### src/rtl/clk_sleep_defs.svh
`ifndef CLK_SLEEP_DEFS_SVH
`define CLK_SLEEP_DEFS_SVH

// Register addresses on the plain register port
`define DIV_REG_ADDR 4'h0
`define PWR_REG_ADDR 4'h1
`define STATUS_REG_ADDR 4'h2

// Divider register layout and values
`define UNLOCK_BIT 7
`define SEL_HI 3
`define SEL_LO 0
`define UNLOCK_WRITE 8'h80
`define UNLOCK_CYCLES 3'h4
`define SEL_MAX 4'h8
`define SEL_RESET_FUSE 4'h3
`define SEL_RESET_PLAIN 4'h0

// Power control register layout
`define ARM_BIT 5
`define MODE_HI 4
`define MODE_LO 3

// Timing: clock period in ns, hold and startup counted in source clock cycles
`define CLK_PERIOD_NS 10
`define WAKE_HOLD_CYCLES 4
`define OSC_STARTUP_CK 6

`endif

### src/rtl/clk_sleep_pkg.sv
package clk_sleep_pkg;

    typedef enum logic [1:0] {
        MODE_IDLE = 2'h0,
        MODE_NOISE = 2'h1,
        MODE_POWER_DOWN = 2'h2,
        MODE_RESERVED = 2'h3
    } sleep_mode_e;

    // Gray order along run -> sleep -> wake; wake -> run flips both bits
    typedef enum logic [1:0] {
        ST_RUN = 2'h0,
        ST_SLEEP = 2'h1,
        ST_WAKE = 2'h3
    } sleep_state_e;

    typedef struct packed {
        logic [7:0] cnt;
        logic [3:0] active;
        logic tick;
    } divider_state_s;

    typedef struct packed {
        logic [3:0] divider_select;
        logic unlock;
        logic [1:0] unlock_age;
        logic sleep_arm;
        sleep_mode_e mode_sel;
        sleep_state_e state;
        sleep_mode_e active_mode;
        logic [7:0] hold_cnt;
        logic [7:0] rdata;
        logic irq_resume;
        logic reset_wake;
        logic conv_start;
    } ctrl_state_s;

endpackage

### src/rtl/clock_enable_divider.sv
`timescale 1ns/10ps
`include "clk_sleep_defs.svh"

module clock_enable_divider
    import clk_sleep_pkg::*;
(
    input wire logic clk,
    input wire logic sys_rst,
    input wire logic [3:0] reset_select,
    input wire logic [3:0] requested_select,
    output logic tick
);

    divider_state_s st;
    divider_state_s next_st;
    logic [7:0] limit;

    // New setting is taken only at the end of a full old period, so no short pulse appears
    always_comb begin
        next_st = st;
        limit = 8'(16'h1 << st.active) - 8'h1;
        next_st.tick = 1'b0;
        next_st.cnt = st.cnt + 8'h1;
        if (st.cnt == limit) begin
            next_st.cnt = 8'h0;
            next_st.tick = 1'b1;
            next_st.active = requested_select;
        end
    end

    always_ff @(posedge clk) begin
        if (sys_rst) begin
            st.cnt <= 8'h0;
            st.active <= reset_select;
            st.tick <= 1'b0;
        end else begin
            st <= next_st;
        end
    end

    assign tick = st.tick;

endmodule

### src/rtl/system_clock_divider_and_sleep.sv
// The placing of the registers and strobed register access were decided locally.
`timescale 1ns/10ps
`include "clk_sleep_defs.svh"

module system_clock_divider_and_sleep
    import clk_sleep_pkg::*;
#(
    parameter int OSC_STARTUP_CYCLES = (`OSC_STARTUP_CK * `CLK_PERIOD_NS + `CLK_PERIOD_NS - 1) / `CLK_PERIOD_NS
) (
    input wire logic clk,
    input wire logic sys_rst,
    input wire logic divide_by_eight_fuse,
    input wire logic [3:0] reg_addr,
    input wire logic [7:0] reg_wdata,
    input wire logic reg_wr,
    input wire logic reg_rd,
    output logic [7:0] reg_rdata,
    input wire logic sleep_instr,
    input wire logic converter_enabled,
    input wire logic other_io_irq,
    input wire logic converter_irq,
    input wire logic mem_ready_irq,
    input wire logic ext0_level_irq,
    input wire logic ext0_edge_irq,
    input wire logic pin_change_irq,
    input wire logic watchdog_irq,
    input wire logic ext_reset,
    input wire logic watchdog_reset,
    input wire logic brownout_reset,
    output logic core_clock_en,
    output logic program_memory_clock_en,
    output logic peripheral_clock_en,
    output logic converter_clock_en,
    output logic main_osc_en,
    output logic core_halted,
    output logic irq_resume,
    output logic reset_wake,
    output logic conversion_start
);

    localparam int IDLE_HOLD = `WAKE_HOLD_CYCLES;
    localparam int PD_HOLD = OSC_STARTUP_CYCLES + `WAKE_HOLD_CYCLES;

    ctrl_state_s st;
    ctrl_state_s next_st;
    logic sys_tick;
    logic div_wr;
    logic pwr_wr;
    logic reset_any;
    logic wake_any;
    logic core_on;
    logic periph_on;
    logic conv_on;
    logic osc_on;
    logic [3:0] reset_select;

    assign reset_select = divide_by_eight_fuse ? `SEL_RESET_FUSE : `SEL_RESET_PLAIN;

    // Counter runs on the undivided clock; only the committed select reaches it
    clock_enable_divider u_divider (
        .clk(clk),
        .sys_rst(sys_rst),
        .reset_select(reset_select),
        .requested_select(st.divider_select),
        .tick(sys_tick)
    );

    assign div_wr = reg_wr && (reg_addr == `DIV_REG_ADDR);
    assign pwr_wr = reg_wr && (reg_addr == `PWR_REG_ADDR);
    assign reset_any = ext_reset || watchdog_reset || brownout_reset;

    // Wake sources per mode; the core presents only enabled pending interrupts
    always_comb begin
        case (st.active_mode)
            MODE_IDLE: wake_any = other_io_irq || converter_irq || mem_ready_irq || ext0_level_irq ||
                                  ext0_edge_irq || pin_change_irq || watchdog_irq;
            MODE_NOISE: wake_any = converter_irq || mem_ready_irq || ext0_level_irq ||
                                   pin_change_irq || watchdog_irq;
            MODE_POWER_DOWN: wake_any = ext0_level_irq || pin_change_irq || watchdog_irq;
            default: wake_any = 1'b0;
        endcase
    end

    always_comb begin
        next_st = st;
        next_st.irq_resume = 1'b0;
        next_st.reset_wake = 1'b0;
        next_st.conv_start = 1'b0;
        next_st.rdata = 8'h0;

        // Unlock window
        if (st.unlock) begin
            next_st.unlock_age = st.unlock_age + 2'h1;
            if (st.unlock_age == 2'(`UNLOCK_CYCLES - 3'h1)) begin
                next_st.unlock = 1'b0;
            end
        end
        if (div_wr) begin
            if (reg_wdata == `UNLOCK_WRITE) begin
                if (!st.unlock) begin
                    next_st.unlock = 1'b1;
                    next_st.unlock_age = 2'h0;
                end
                // Already open: window keeps its original end
            end else if (!reg_wdata[`UNLOCK_BIT]) begin
                if (st.unlock && reg_wdata[`SEL_HI:`SEL_LO] <= `SEL_MAX) begin
                    next_st.divider_select = reg_wdata[`SEL_HI:`SEL_LO];
                end
                next_st.unlock = 1'b0;
            end
        end

        if (pwr_wr) begin
            next_st.sleep_arm = reg_wdata[`ARM_BIT];
            next_st.mode_sel = sleep_mode_e'(reg_wdata[`MODE_HI:`MODE_LO]);
        end

        // Read data in the cycle after the strobe only
        if (reg_rd) begin
            if (reg_addr == `DIV_REG_ADDR) begin
                next_st.rdata = {st.unlock, 3'h0, st.divider_select};
            end else if (reg_addr == `PWR_REG_ADDR) begin
                next_st.rdata = {2'h0, st.sleep_arm, st.mode_sel, 3'h0};
            end else if (reg_addr == `STATUS_REG_ADDR) begin
                next_st.rdata = {3'h0, st.active_mode, st.state, osc_on};
            end else begin
                next_st.rdata = 8'h0;
            end
        end

        // Sleep sequencing; no state of the core or memories is touched here
        case (st.state)
            ST_RUN: begin
                if (sleep_instr && st.sleep_arm && st.mode_sel != MODE_RESERVED) begin
                    next_st.state = ST_SLEEP;
                    next_st.active_mode = st.mode_sel;
                    next_st.conv_start = converter_enabled && (st.mode_sel != MODE_POWER_DOWN);
                end
            end
            ST_SLEEP: begin
                if (reset_any) begin
                    next_st.state = ST_RUN;
                    next_st.reset_wake = 1'b1;
                end else if (wake_any) begin
                    next_st.state = ST_WAKE;
                    if (st.active_mode == MODE_POWER_DOWN) begin
                        next_st.hold_cnt = 8'(PD_HOLD - 1);
                    end else begin
                        next_st.hold_cnt = 8'(IDLE_HOLD - 1);
                    end
                end
            end
            ST_WAKE: begin
                if (reset_any) begin
                    next_st.state = ST_RUN;
                    next_st.reset_wake = 1'b1;
                end else if (st.hold_cnt == 8'h0) begin
                    next_st.state = ST_RUN;
                    next_st.irq_resume = 1'b1;
                end else begin
                    next_st.hold_cnt = st.hold_cnt - 8'h1;
                end
            end
            default: begin
                next_st.state = ST_RUN;
            end
        endcase
    end

    always_ff @(posedge clk) begin
        if (sys_rst) begin
            st.divider_select <= reset_select;
            st.unlock <= 1'b0;
            st.unlock_age <= 2'h0;
            st.sleep_arm <= 1'b0;
            st.mode_sel <= MODE_IDLE;
            st.state <= ST_RUN;
            st.active_mode <= MODE_IDLE;
            st.hold_cnt <= 8'h0;
            st.rdata <= 8'h0;
            st.irq_resume <= 1'b0;
            st.reset_wake <= 1'b0;
            st.conv_start <= 1'b0;
        end else begin
            st <= next_st;
        end
    end

    // Clock domain gating from the divided tick
    always_comb begin
        core_on = (st.state == ST_RUN);
        periph_on = (st.state != ST_SLEEP) || (st.active_mode == MODE_IDLE);
        conv_on = periph_on || (st.active_mode == MODE_NOISE);
        osc_on = !((st.state == ST_SLEEP) && (st.active_mode == MODE_POWER_DOWN));
    end

    assign core_clock_en = sys_tick && core_on;
    assign program_memory_clock_en = sys_tick && core_on;
    assign peripheral_clock_en = sys_tick && periph_on && osc_on;
    assign converter_clock_en = sys_tick && conv_on && osc_on;
    assign main_osc_en = osc_on;
    assign core_halted = !core_on;
    assign irq_resume = st.irq_resume;
    assign reset_wake = st.reset_wake;
    assign conversion_start = st.conv_start;
    assign reg_rdata = st.rdata;
endmodule

### config.mk
export PLATFORM = sky130hd
export DESIGN_NAME = system_clock_divider_and_sleep
export DESIGN_NICKNAME = d
export VERILOG_FILES = /design/src/rtl/clk_sleep_pkg.sv /design/src/rtl/clock_enable_divider.sv /design/src/rtl/system_clock_divider_and_sleep.sv
export VERILOG_INCLUDE_DIRS = /design/src /design/src/rtl
export SDC_FILE = /design/constraint.sdc
export NUM_CORES = 1
export LEC_CHECK = 0
export BUFFER_PORTS_ARGS = -buffer_cell sky130_fd_sc_hd__buf_2
export CAP_MARGIN = 5
export CELL_PAD_IN_SITES_DETAIL_PLACEMENT = 1
export CELL_PAD_IN_SITES_GLOBAL_PLACEMENT = 1
export CORE_MARGIN = 4
export CORE_UTILIZATION = 38
export DETAILED_ROUTE_END_ITERATION = 8
export PLACE_DENSITY = 0.81
export SETUP_SLACK_MARGIN = 0.2
export SYNTH_ARGS = -nofsm -noshare
export SYNTH_HDL_FRONTEND = slang
export SYNTH_HIERARCHICAL = 1
export SYNTH_SLANG_ARGS = --single-unit
### constraint.sdc
create_clock -name clk -period 2.55 [get_ports clk]
set_input_delay 0.1275 -clock clk [delete_from_list [all_inputs] [get_ports clk]]
set_output_delay 0.1275 -clock clk [all_outputs]
set_load 0.02 [all_outputs]
# --- Word-level counts from Yosys, hierarchy flattened ---
# Index checks and enable logic that the tools add are counted.
classes:
  addsub: 4
  n_lt_le_gt_ge: 1
  n_eq_ne: 21
  n_shift: 1
  mux: 39
  n_bitwise: 5
  reduce_logical: 50
op_table:
  columns: ["op", "count"]
  rows:
  - ["8-bit two-way mux", 6]
  - ["33-bit two-way mux", 1]
  - ["5-bit two-way mux", 4]
  - ["1-bit logical OR", 16]
  - ["4-bit two-way mux", 4]
  - ["2-bit inequality test, second input constant", 8]
  - ["8-bit case mux with 2 select lines", 1]
  - ["8-bit by 1-bit subtractor with 8-bit output, second input constant", 2]
  - ["2-bit two-way mux", 7]
  - ["1-bit logical AND", 12]
  - ["1-bit two-way mux", 9]
  - ["3-bit two-way mux", 3]
  - ["3-bit OR reduction", 3]
  - ["8-bit by 1-bit adder with 8-bit output, second input constant", 1]
  - ["8-bit == test", 1]
  - ["8-bit == test, second input constant", 1]
  - ["8-bit logical NOT", 1]
  - ["2-bit nonzero test", 4]
  - ["2-bit OR reduction", 4]
  - ["1-bit by 4-bit << shifter with 8-bit output, first input constant", 1]
  - ["7-bit two-way mux", 1]
  - ["2-bit == test, second input constant", 3]
  - ["6-bit two-way mux", 1]
  - ["3-bit inequality test, second input constant", 2]
  - ["17 further kinds", 25]
word_totals:
  regBits: 46
  in_bits: 29
  output_inout_bits: 17
  elab_cells: 138

# --- Logic depth before layout (Yosys ltp) ---
# Gate-level depths: netlist of the first run.
depth:
  word_depth: 11
  depth_mapped: 9
  mapped_depth_nobuf: 8

# --- Modules after synthesis ---
# The synthesis of the first run kept the hierarchy.
by_module_without_submodules:
  columns: ["module", "n_inst", "cells_per_inst", "area_per_inst_um2", "seq_area_each_um2"]
  rows:
  - ["system_clock_divider_and_sleep", 1, 182, 1661.6, 680.7]
  - ["clock_enable_divider", 1, 87, 828.3, 300.3]

# --- Least setup slack after synthesis of the first run ---
# No wires, ideal clock.
synth_timing:
  kind: "reg2reg"
  start: "register u_divider/st[3] (netlist name)"
  end: "register u_divider/st[1] (netlist name) (enable)"
  setup_time_ns: 0.305
  t_arrival_ns: 2.020
  required_time_ns: 2.245
  path_slack_ns: 0.225
  stages_incl_launch_ff: 10
  n_path_buf: 1
  period_less_slack_ns: 2.325
  cell_sequence: "edfxtp_1 buf_6 nor2_1 nand3b_1 ha_1 xnor2_1 a311o_1 nor3_4 a31oi_4 inv_1"
synth_via:
  elab_chain_len: 4
synth_rtl:
  columns: ["item", "line", "text"]
  rows:
  - ["start, declared", "clock_enable_divider.sv:14", "divider_state_s st;"]
  - ["start signal, assigned", "clock_enable_divider.sv:37", "st <= next_st;"]
  - ["1-bit by 4-bit << shifter with 8-bit output", "clock_enable_divider.sv:21", "limit = 8'(16'h1 << st.active) - 8'h1;"]
  - ["8-bit by 1-bit subtractor with 8-bit output", "clock_enable_divider.sv:21", null]
  - ["8-bit == test", "clock_enable_divider.sv:24", "if (st.cnt == limit) begin"]
  - ["2-bit nonzero test (no source line)", null, null]
# Every way passes these cells.
# A chain may end at the register's enable or synchronous reset.

# --- Worst setup path after layout of the first run ---
layout_timing:
  start: "register u_divider/st[4] (netlist name)"
  end: "register u_divider/st[3] (netlist name) (enable)"
# Same word-level chain as after synthesis.

==> metrics.md, run 1 <==
| Metric | Value |
|---|---|
| Die ar. | `a little under 0.008 mm^2` |
| CTS buffer count | `5` |
| Clock network power share | `34.1%` |
| Ys async rst share | `0%` |
| EDFF count, synth | `8` |
| GRT overflow | `0` |
| #FFs+latches synth | `45` |
| Starting DRC count in detailed routing | `57` |
| Max-slew headroom | `59.8%` |
| WS Path Type | `flop to flop` |
| Int Pwr | `1020 uW` |
| Die Y | `88.9 um` |
| CTS max path bufs | `2` |
| # port buffers | `44` |
| Finished Layout Cells | `394` |
| Initial DRT Pass Iterations | `4` |
| Net Sw Power | `346 uW` |
| # fillers | `755` |
| Worst-Margin Slew | `598 ps` |
| Critical Path RT | `about 2600 ps` |
| Critical Path Start | `u_divider/st[4]$_DFFE_PP_` |
| Largest net degree at the start of global routing | `34` |
| CP max FO | `6` |
| Combinational Power Share | `10.9%` |
| Setup TNS | `0 ps` |
| Vias per cell | `about 5.3` |
| Post-synthesis sequential area ratio | `approximately two fifths` |
| Design Area, Final | `0.00288 mm^2` |
| Initial antenna violation count | `0` |
| Slew Viols, Final | `0` |
| Worst endpoint data arrival time | `roughly 2300 ps` |
| Syn. warnings | `6` |
| Worst setup margin | `315 ps` |
| Dpl ws | `214 ps` |
| Worst r2r path cells | `8` |
| Pwr dens | `475 mW/mm^2` |
| Row count | `29` |
| Critical R2R Capture | `u_divider/st[3]$_DFFE_PP_` |
| Setup violators final | `0` |
| Switching share of total power | `between 20% and 30%` |
| Min Tclk post-route | `2240 ps` |
| Clock latency on the worst-skew pair | `310 ps` |
| Routed vias | `2106` |
| Clock root buffer master | `clkbuf_8` |
| Reg-to-reg startpoint | `u_divider/st[4]$_DFFE_PP_` |
| WL final | `6060 um` |
| Vias in the first global route | `just over 2000` |
| Placed cell count | `384` |
| ANT cells | `0` |
| Status | `complete, no violations` |
| Worst Setup End Kind | `flop` |
| Ratio of cells with drive above 1 in the final layout | `~26%` |
| Unrepaired setup endpoints after global routing | `no` |
| HPWL after DPL | `4790 um` |
| Core Region | `0.00635 mm^2` |
| I/O pins | `46` |
| Worst IR Drop VDD | `0.277 mV` |
| CP endpoint | `u_divider/st[3]$_DFFE_PP_` |
| Top_reg_cell synth | `dfxtp_1` |
| Worst setup SP type | `flop` |
| Synth unique cells | `57` |
| Pleak | `around 0.0012 uW` |
| Max cap viols | `0` |
| Nets | `355` |
| Sink Count | `45` |
| Hold Path Class | `input pin to flop` |
| Post-DP Area | `about 0.0028 mm^2` |
| First-pass GRT wire length | `9950 um` |
| Final ANT Viol Nets | `0` |
| Share of power burned in registers | `55.0%` |
| Total track usage | `16.3%` |
| Clock transition at path regs | `90 ps` |
| Initial core utilization | `between 30 and 40%` |
| DR DRC count | `0` |
| Avg WL per Cell | `roughly 15 um` |
| Part of the cycle the worst path needs | `87.6%` |
| Number of hold violations in the final report | `0` |
| Max frequency | `0.447 GHz` |
| Reg2Reg Setup Slack | `310 ps` |
| Number of H-tree levels | `2` |
| Fin util | `45.3%` |
| Area growth syn-to-layout | `15.6%` |
| CTS tree | `yes` |
| Avg Cell Area, Syn | `between 9 and 10 um^2` |
| Cells after Synth | `269` |
| Die width | `88.9 um` |
| Synthesized area | `0.00249 mm^2` |
| GPL Wtd Cong | `~0.8` |
| Clock Skews | `roughly 12 ps` |
-- routing by layer --
metal | GRT usage (%) | routed length (um) | vias to the layer above
li1 | - | - | 1055
met1 | 20.4 | 2680 | 1017
met2 | 28.3 | 3090 | 25
met3 | 2.76 | 197 | 9
met4 | 5.95 | 95 | 0
met5 | 0 | 0 | -
-- state kept, by name, indices dropped and copies added, names as in the netlist --
register	flops
reset_wake	1
irq_resume	1
st	22
u_divider/tick	1
reg_rdata	7
conversion_start	1
u_divider/st	12
-- power by group through the flow --
stage               Combinational (uW)  Sequential, uW  Clock (uW)
global route                       166             755         512
CTS                                145             751         485
finish                             148             752         467
floorplan                         93.5             764           0
global placement                   135             768           0
detailed placement                 141             768           0
-- through the flow --
stage	hold slack, ps	total power (uW)
6_report	79.2	1370
5_1_grt	88.7	1430
4_1_cts	68.2	1380
3_5_place_dp	395	910
3_3_place_gp	390	903
2_1_floorplan	207	858
-- worst max-delay path: stages (launching register included) --
cell and delay, ps:
edfxtp_1 430, nor2_2 200, nand3b_1 110, ha_2 220, or3_1 350, a21oi_2 200, o211ai_4 140, a31oi_4 210
inv_1 120
-- timing repair --
| action | CTS | global route |
|---|---|---|
| pin swaps | 0 | 3 |
| setup endpoints to repair | 6 | 16 |
| setup buffers | 1 | 1 |
| hold buffers | 0 | 0 |
| gates resized for setup | 0 | 4 |
-- final cells by class --
type | instances | area [um^2] | share of cell area [%]
clock buffer | 6 | 82.6 | 2.87
clock inverter | 2 | 13.8 | 0.478
inverter | 14 | 52.6 | 1.83
multi-input combinational | 197 | 1370 | 47.4
sequential | 45 | 981 | 34.1
tap | 77 | 96.3 | 3.35
timing repair buffer | 53 | 288 | 10.0
-- cell usage after synthesis (all sizes together), types with 9 or more instances --
cell   instances  share of area (%)
xnor2          9                3.2
and2          10                2.5
o21ai         10                2.0
nand3         11                2.2
nor2          20                3.0
nor3          11                2.9
buf           12                3.8
mux2i         10                4.0
inv           14                2.1
nand2         15                2.3
ha            10                5.0
a21oi         15                3.3
dfxtp         37                 30
-- kinds of logic (layout without fill, tap and decap cells) --
family / Yosys count / in the layout / synth area share [%]
AND/OR/NAND/NOR: 108 / 108 / 24.6
AO/OA/AOI/OAI: 55 / 55 / 16.2
flip-flops: 45 / 45 / 39.4
buffers and inverters: 29 / 75 / 6.73
XOR/XNOR: 11 / 11 / 3.87
adder cells (fa/ha/maj): 10 / 10 / 5.03
multiplexers: 10 / 10 / 4.02
other: 1 / 3 / 0.151
-- layout by cell type, fill, tap and decap left out, drive strengths merged, types with 4 or more instances in the layout --
| master | count |
|---|---|
| o21ai | 10 |
| buf | 53 |
| xnor2 | 9 |
| dfxtp | 37 |
| a21oi | 15 |
| or2 | 4 |
| nor4 | 4 |
| nand4 | 6 |
| nand2 | 15 |
| nor2b | 4 |
| nand3 | 11 |
| mux2i | 10 |
| nor3 | 11 |
| and2 | 10 |
| a21o | 5 |
| ha | 10 |
| nand2b | 4 |
| clkbuf | 6 |
| nor2 | 20 |
| inv | 14 |
| or3 | 5 |
| and3 | 4 |
| edfxtp | 8 |
-- how the worst min path moves through the flow --
stage                      startpoint                     endpoint  slack [ps]  cells past startpoint
floorplan                 reg_addr[0]      reg_rdata[0]$_SDFF_PP0_         210                      1
global placement    converter_enabled  conversion_start$_SDFF_PP0_         390                      3
detailed placement        reg_addr[0]      reg_rdata[0]$_SDFF_PP0_         390                      2
CTS                       reg_addr[0]      reg_rdata[0]$_SDFF_PP0_          70                      2
global route              reg_addr[0]      reg_rdata[1]$_SDFF_PP0_          90                      2
finish                   reg_wdata[4]          st[24]$_SDFFE_PP0P_          80                      3
(Power assumes the default switching activity.)
==> inputs of run 2 (changes only) <==
--- a/config.mk
+++ b/config.mk
@@ -13,7 +13,7 @@
 export CORE_MARGIN = 4
 export CORE_UTILIZATION = 38
 export DETAILED_ROUTE_END_ITERATION = 8
-export PLACE_DENSITY = 0.81
+export PLACE_DENSITY_LB_ADDON = 0.1
 export SETUP_SLACK_MARGIN = 0.2
 export SYNTH_ARGS = -nofsm -noshare
 export SYNTH_HDL_FRONTEND = slang
==> constraint.sdc (replaced) <==
create_clock -name clk -period 2.2 [get_ports clk]
set_input_delay 0.11 -clock clk [delete_from_list [all_inputs] [get_ports clk]]
set_output_delay 0.11 -clock clk [all_outputs]
set_load 0.02 [all_outputs]
==> run 2 against run 1 <==
  * Cell area grew 4.9%
  * Wire length grew 4.4%
  * Via count grew 0.19%
  * Flip-flop and latch count is the same
  * Largest cell class unchanged
  * Highest routed layer unchanged
==> metrics.md, run 2 (same netlist as run 1, synthesis figures left out) <==
| Metric | Value |
|---|---|
| DR DRC count | `0` |
| CP max FO | `5` |
| CTS max path bufs | `2` |
| Area growth syn-to-layout | `21.3%` |
| # fillers | `747` |
| Critical Path RT | `2220 ps` |
| Final ANT Viol Nets | `0` |
| Hold Path Class | `input pin to flop` |
| Commonest non-fill, non-tap cell in the layout | `buf_2` |
| Post-DP Area | `0.00277 mm^2` |
| Clock Skews | `7.34 ps` |
| Worst endpoint data arrival time | `between 2000 and 2500 ps` |
| Finished Layout Cells | `401` |
| Register area | `~980 um^2` |
| Number of flip-flops in the largest register | `22` |
| Hold buffer count at CTS | `0` |
| Avg WL per Cell | `15.8 um` |
| Vias in the first global route | `2097` |
| Vias per cell | `about 5.3` |
| # port buffers | `44` |
| Part of the cycle the worst path needs | `a little over nine tenths` |
| I/O pins | `46` |
| ANT cells | `0` |
| Initial core utilization | `39.2%` |
| Routed vias | `2110` |
| Initial antenna violation count | `0` |
| Starting DRC count in detailed routing | `95` |
| Most frequent cells in the layout | `buf_2 (44), dfxtp_1 (37), nor2_1 (18)` |
| First-pass GRT wire length | `10300 um` |
| Design Area, Final | `0.00302 mm^2` |
| CTS tree | `yes` |
| Slew Viols, Final | `0` |
| Max-slew headroom | `around 57%` |
| Placed cell count | `roughly 390` |
| Row count | `29` |
| Die Y | `88.9 um` |
| Number of hold violations in the final report | `0` |
| HPWL after DPL | `4800 um` |
| Initial DRT Pass Iterations | `4` |
| Die ar. | `0.00791 mm^2` |
| Worst setup SP type | `flop` |
| Unrepaired setup endpoints after global routing | `yes` |
| Clock root buffer master | `clkbuf_8` |
| GPL Wtd Cong | `0.750` |
| Max frequency | `between 0.4 and 0.5 GHz` |
| Pwr dens | `around 570 mW/mm^2` |
| Worst Setup End Kind | `flop` |
| Number of H-tree levels | `2` |
| Worst IR Drop VDD | `0.322 mV` |
| Worst-Margin Slew | `about 640 ps` |
| Min Tclk post-route | `2170 ps` |
| WS Path Type | `flop to flop` |
| Core Region | `about 0.0063 mm^2` |
| Pleak | `0.00129 uW` |
| Clock latency on the worst-skew pair | `between 200 and 300 ps` |
| GRT overflow | `0` |
| Status | `complete, no violations` |
| Total track usage | `16.9%` |
| Ratio of cells with drive above 1 in the final layout | `29.9%` |
| Sink Count | `45` |
| Fin util | `47.6%` |
| Die width | `approximately 89 um` |
| Max cap viols | `0` |
| Clock transition at path regs | `90 ps` |
| Setup violators final | `0` |
| Pwr Total | `1720 uW` |
| Nets | `between 300 and 400` |
| CTS buffer count | `5` |
| Largest net degree at the start of global routing | `34` |
| Largest Register | `st` |
| Area of the multi-input gates | `0.00142 mm^2` |
| WL final | `between 6000 and 7000 um` |
run 2: cell types whose count changed in the layout (fill, tap and decap cells not counted), sizes merged:
| cell | before | now |
|---|---|---|
| buf | 53 | 60 |
| bufinv | 0 | 1 |
| clkbuf | 6 | 7 |
| clkinv | 2 | 0 |
run 2: area by class of cell:
type | count | share of cell area [%]
Clock buffer | 7 | 2.86
Multi-Input combinational cell | 197 | 46.9
Inverter | 14 | 1.74
Tap cell | 77 | 3.19
Clock inverter | 1 | 0.994
Timing Repair Buffer | 60 | 11.9
Sequential cell | 45 | 32.5
run 2: through the flow:
step | setup WS, ps | TNS, ps | hold WS [ps]
floorplan | 40.1 | 0 | 189
global placement | 102 | 0 | 374
detailed placement | 49.0 | 0 | 388
CTS | 66.3 | 0 | 67.2
global route | -104 | -1280 | 85.4
finish | 26.8 | 0 | 72.6
run 2: critical path, stage by stage (launching register included):
cell	delay [ps]
edfxtp_1	430
nor2_4	150
nand3b_1	150
ha_4	310
xnor2_1	70
a311o_1	300
nor3_4	200
a31oi_4	160
inv_2	130
run 2: final timing paths:
check	startpoint	to	depth (start not counted)	slack [ps]
max	u_divider/st[3]$_DFFE_PP_	u_divider/st[3]$_DFFE_PP_	8	30
min	reg_addr[0]	reg_rdata[0]$_SDFF_PP0_	2	70
max reg2reg	u_divider/st[3]$_DFFE_PP_	u_divider/st[3]$_DFFE_PP_	8	30
min reg2reg	st[18]$_SDFFE_PP0P_	st[18]$_SDFFE_PP0P_	2	490
run 2: metal layers:
layer  GRT usage [%]  part of all wire (%)
met1            24.0                    50
met2            26.3                    44
met3            3.32                   4.1
met4            4.87                   1.2
met5               0                     0
run 2: what timing repair did:
item | in CTS | in global routing
endpoints found under the setup margin | 18 | 26
pin swaps | 1 | 1
setup buffers | 6 | 2
resized for setup | 6 | 9
run 2: power breakdown:
group          internal [uW]  leakage (uW)  switching [uW]
clock                    371     0.0000585             285
combinational           89.6      0.000859             105
sequential               854      0.000378            18.4
total                   1310       0.00129             409
==> inputs of run 3 (changes only) <==
==> constraint.sdc (replaced) <==
create_clock -name clk -period 1.9 [get_ports clk]
set_input_delay 0.095 -clock clk [delete_from_list [all_inputs] [get_ports clk]]
set_output_delay 0.095 -clock clk [all_outputs]
set_load 0.02 [all_outputs]
==> run 3 against run 2 <==
  * The flow now finishes with violations (negative setup slack)
  * Hold slack got worse by 22 ps
  * Clock skew increased by 0.60 ps
  * Utilization increased by 4.1 points
  * Via count increased by 5.0%
  * Highest routed layer unchanged
  * Largest power group unchanged
==> metrics.md, run 3 (same netlist as run 1, synthesis figures left out) <==
| Metric | Value |
|---|---|
| Status | `complete, but fails checks` |
| Failing checks | `negative setup slack` |
| WS Path Type | `flop to flop` |
| Total track usage | `17.3%` |
| Number of flip-flops in the largest register | `22` |
| DR DRC count | `0` |
| Most frequent cells in the layout | `buf_2 (43), dfxtp_1 (31), buf_4 (29)` |
| Max cap viols | `0` |
| Largest net degree at the start of global routing | `34` |
| Vias in the first global route | `2162` |
| Core Region | `0.00635 mm^2` |
| Number of hold violations in the final report | `0` |
| Worst IR Drop VDD | `between 0.3 and 0.4 mV` |
| Nets | `379` |
| Pwr dens | `606 mW/mm^2` |
| Hold buffer count at CTS | `0` |
| Commonest non-fill, non-tap cell in the layout | `buf_2` |
| CTS max path bufs | `2` |
| Vias per cell | `5.30` |
| HPWL after DPL | `5080 um` |
| Row count | `29` |
| Min Tclk post-route | `2120 ps` |
| WL final | `6810 um` |
| Initial antenna violation count | `0` |
| CP max-delay cell | `edfxtp_1` |
| ANT cells | `0` |
| # fillers | `767` |
| Part of the cycle the worst path needs | `112%` |
| Worst setup margin | `-222 ps` |
| CTS buffer count | `5` |
| Die ar. | `0.00791 mm^2` |
| CTS tree | `yes` |
| Initial core utilization | `39.2%` |
| Starting DRC count in detailed routing | `70` |
| Area growth syn-to-layout | `31.7%` |
| Slew Viols, Final | `0` |
| Worst setup SP type | `flop` |
| Worst endpoint data arrival time | `2310 ps` |
| Sink Count | `45` |
| Number of H-tree levels | `2` |
| Pleak | `0.00141 uW` |
| Critical Path RT | `2090 ps` |
| GPL Wtd Cong | `roughly 0.75` |
| Avg WL per Cell | `16.3 um` |
| Max frequency | `0.471 GHz` |
| Worst Setup End Kind | `flop` |
| Clock latency on the worst-skew pair | `300 ps` |
| Hold path start | `reg_addr[0]` |
| Reg-to-reg startpoint | `u_divider/st[3]$_DFFE_PP_` |
| I/O pins | `46` |
| Clock transition at path regs | `90 ps` |
| Routed vias | `2216` |
| Die Y | `88.9 um` |
| First-pass GRT wire length | `10600 um` |
| Setup violators final | `17` |
| Pwr Total | `1990 uW` |
| Max-slew headroom | `59.2%` |
| Clock root buffer master | `clkbuf_8` |
| Hold Path Class | `input pin to flop` |
| Critical Path Max Stage Delay | `between 400 and 500 ps` |
| Largest Register | `st` |
| Fin util | `between 50% and 60%` |
| Unrepaired setup endpoints after global routing | `yes` |
| GRT overflow | `0` |
| CP cell instances | `nor2_4 > nand3b_1 > ha_4 > or3_4 > a21o_1 > o211ai_2 > a31oi_4 > buf_4 > and2_1` |
| Initial DRT Pass Iterations | `4` |
| # port buffers | `44` |
| Worst-Margin Slew | `612 ps` |
| CP max FO | `4` |
| Ratio of cells with drive above 1 in the final layout | `39.3%` |
| Final ANT Viol Nets | `0` |
| Clock Skews | `7.94 ps` |
| Die width | `roughly 89 um` |
| Critical Path Start | `u_divider/st[3]$_DFFE_PP_` |
-- run 3: critical path, delay by kind of cell, from the launching register on --
family / cells / cell delay, ps
buf+inv: 1 / 180
fa+ha+maj: 1 / 190
flops: 1 / 440
compound gates: 3 / 460
simple gates: 4 / 740
-- run 3: final cells by class --
cell class	instances	area, um^2	share of cell area, %
Multi-Input combinational cell	197	1520	46.5
Sequential cell	45	988	30.2
Timing Repair Buffer	77	489	14.9
Clock buffer	7	119	3.63
Tap cell	77	96.3	2.94
Inverter	14	57.6	1.76
Clock inverter	1	5.00	0.153
-- run 3: power by group --
part	total, uW	switching, uW	leakage (uW)	internal (uW)
Clock	754	337	0.0000645	417
Combinational	223	121	0.000969	102
Sequential	1010	21.6	0.000381	989
-- run 3: per-layer routing --
layer / global-route usage [%] / share of wire [%] / vias up
li1: - / - / 1096
met1: 24.4 / 47 / 1087
met2: 27.7 / 50 / 29
met3: 2.86 / 3.2 / 4
met4: 4.06 / 0.69 / 0
met5: 0 / 0 / -
-- run 3: path summary, 6_finish.rpt --
| check | slack, ps | cells after the start | endpoint |
|---|---|---|---|
| min | 50 | 2 | reg_rdata[0]$_SDFF_PP0_ |
| max reg2reg | -220 | 9 | u_divider/st[8]$_SDFF_PP0_ |
| max | -220 | 9 | u_divider/st[8]$_SDFF_PP0_ |
| min reg2reg | 490 | 2 | st[15]$_SDFFE_PP0P_ |
-- run 3: what timing repair did --
action                                  4_1_cts  5_1_grt
endpoints found under the setup margin       27       27
setup buffers                                 7        3
pin swaps                                     9       14
hold endpoints to repair                      0        0
resized for setup                            27       19
-- run 3: per-stage QoR --
step	worst slack, ps	area, um^2	hold slack (ps)	setup TNS, ps	std cells
after global placement	-190	2900	361	-1970	400
after CTS	-242	3170	39.5	-3740	415
final	-222	3280	50.9	-3380	418
after global routing	-329	3280	56.2	-5260	418
after detailed placement	-261	2900	363	-3190	400
after floorplan	-248	2520	174	-2280	271
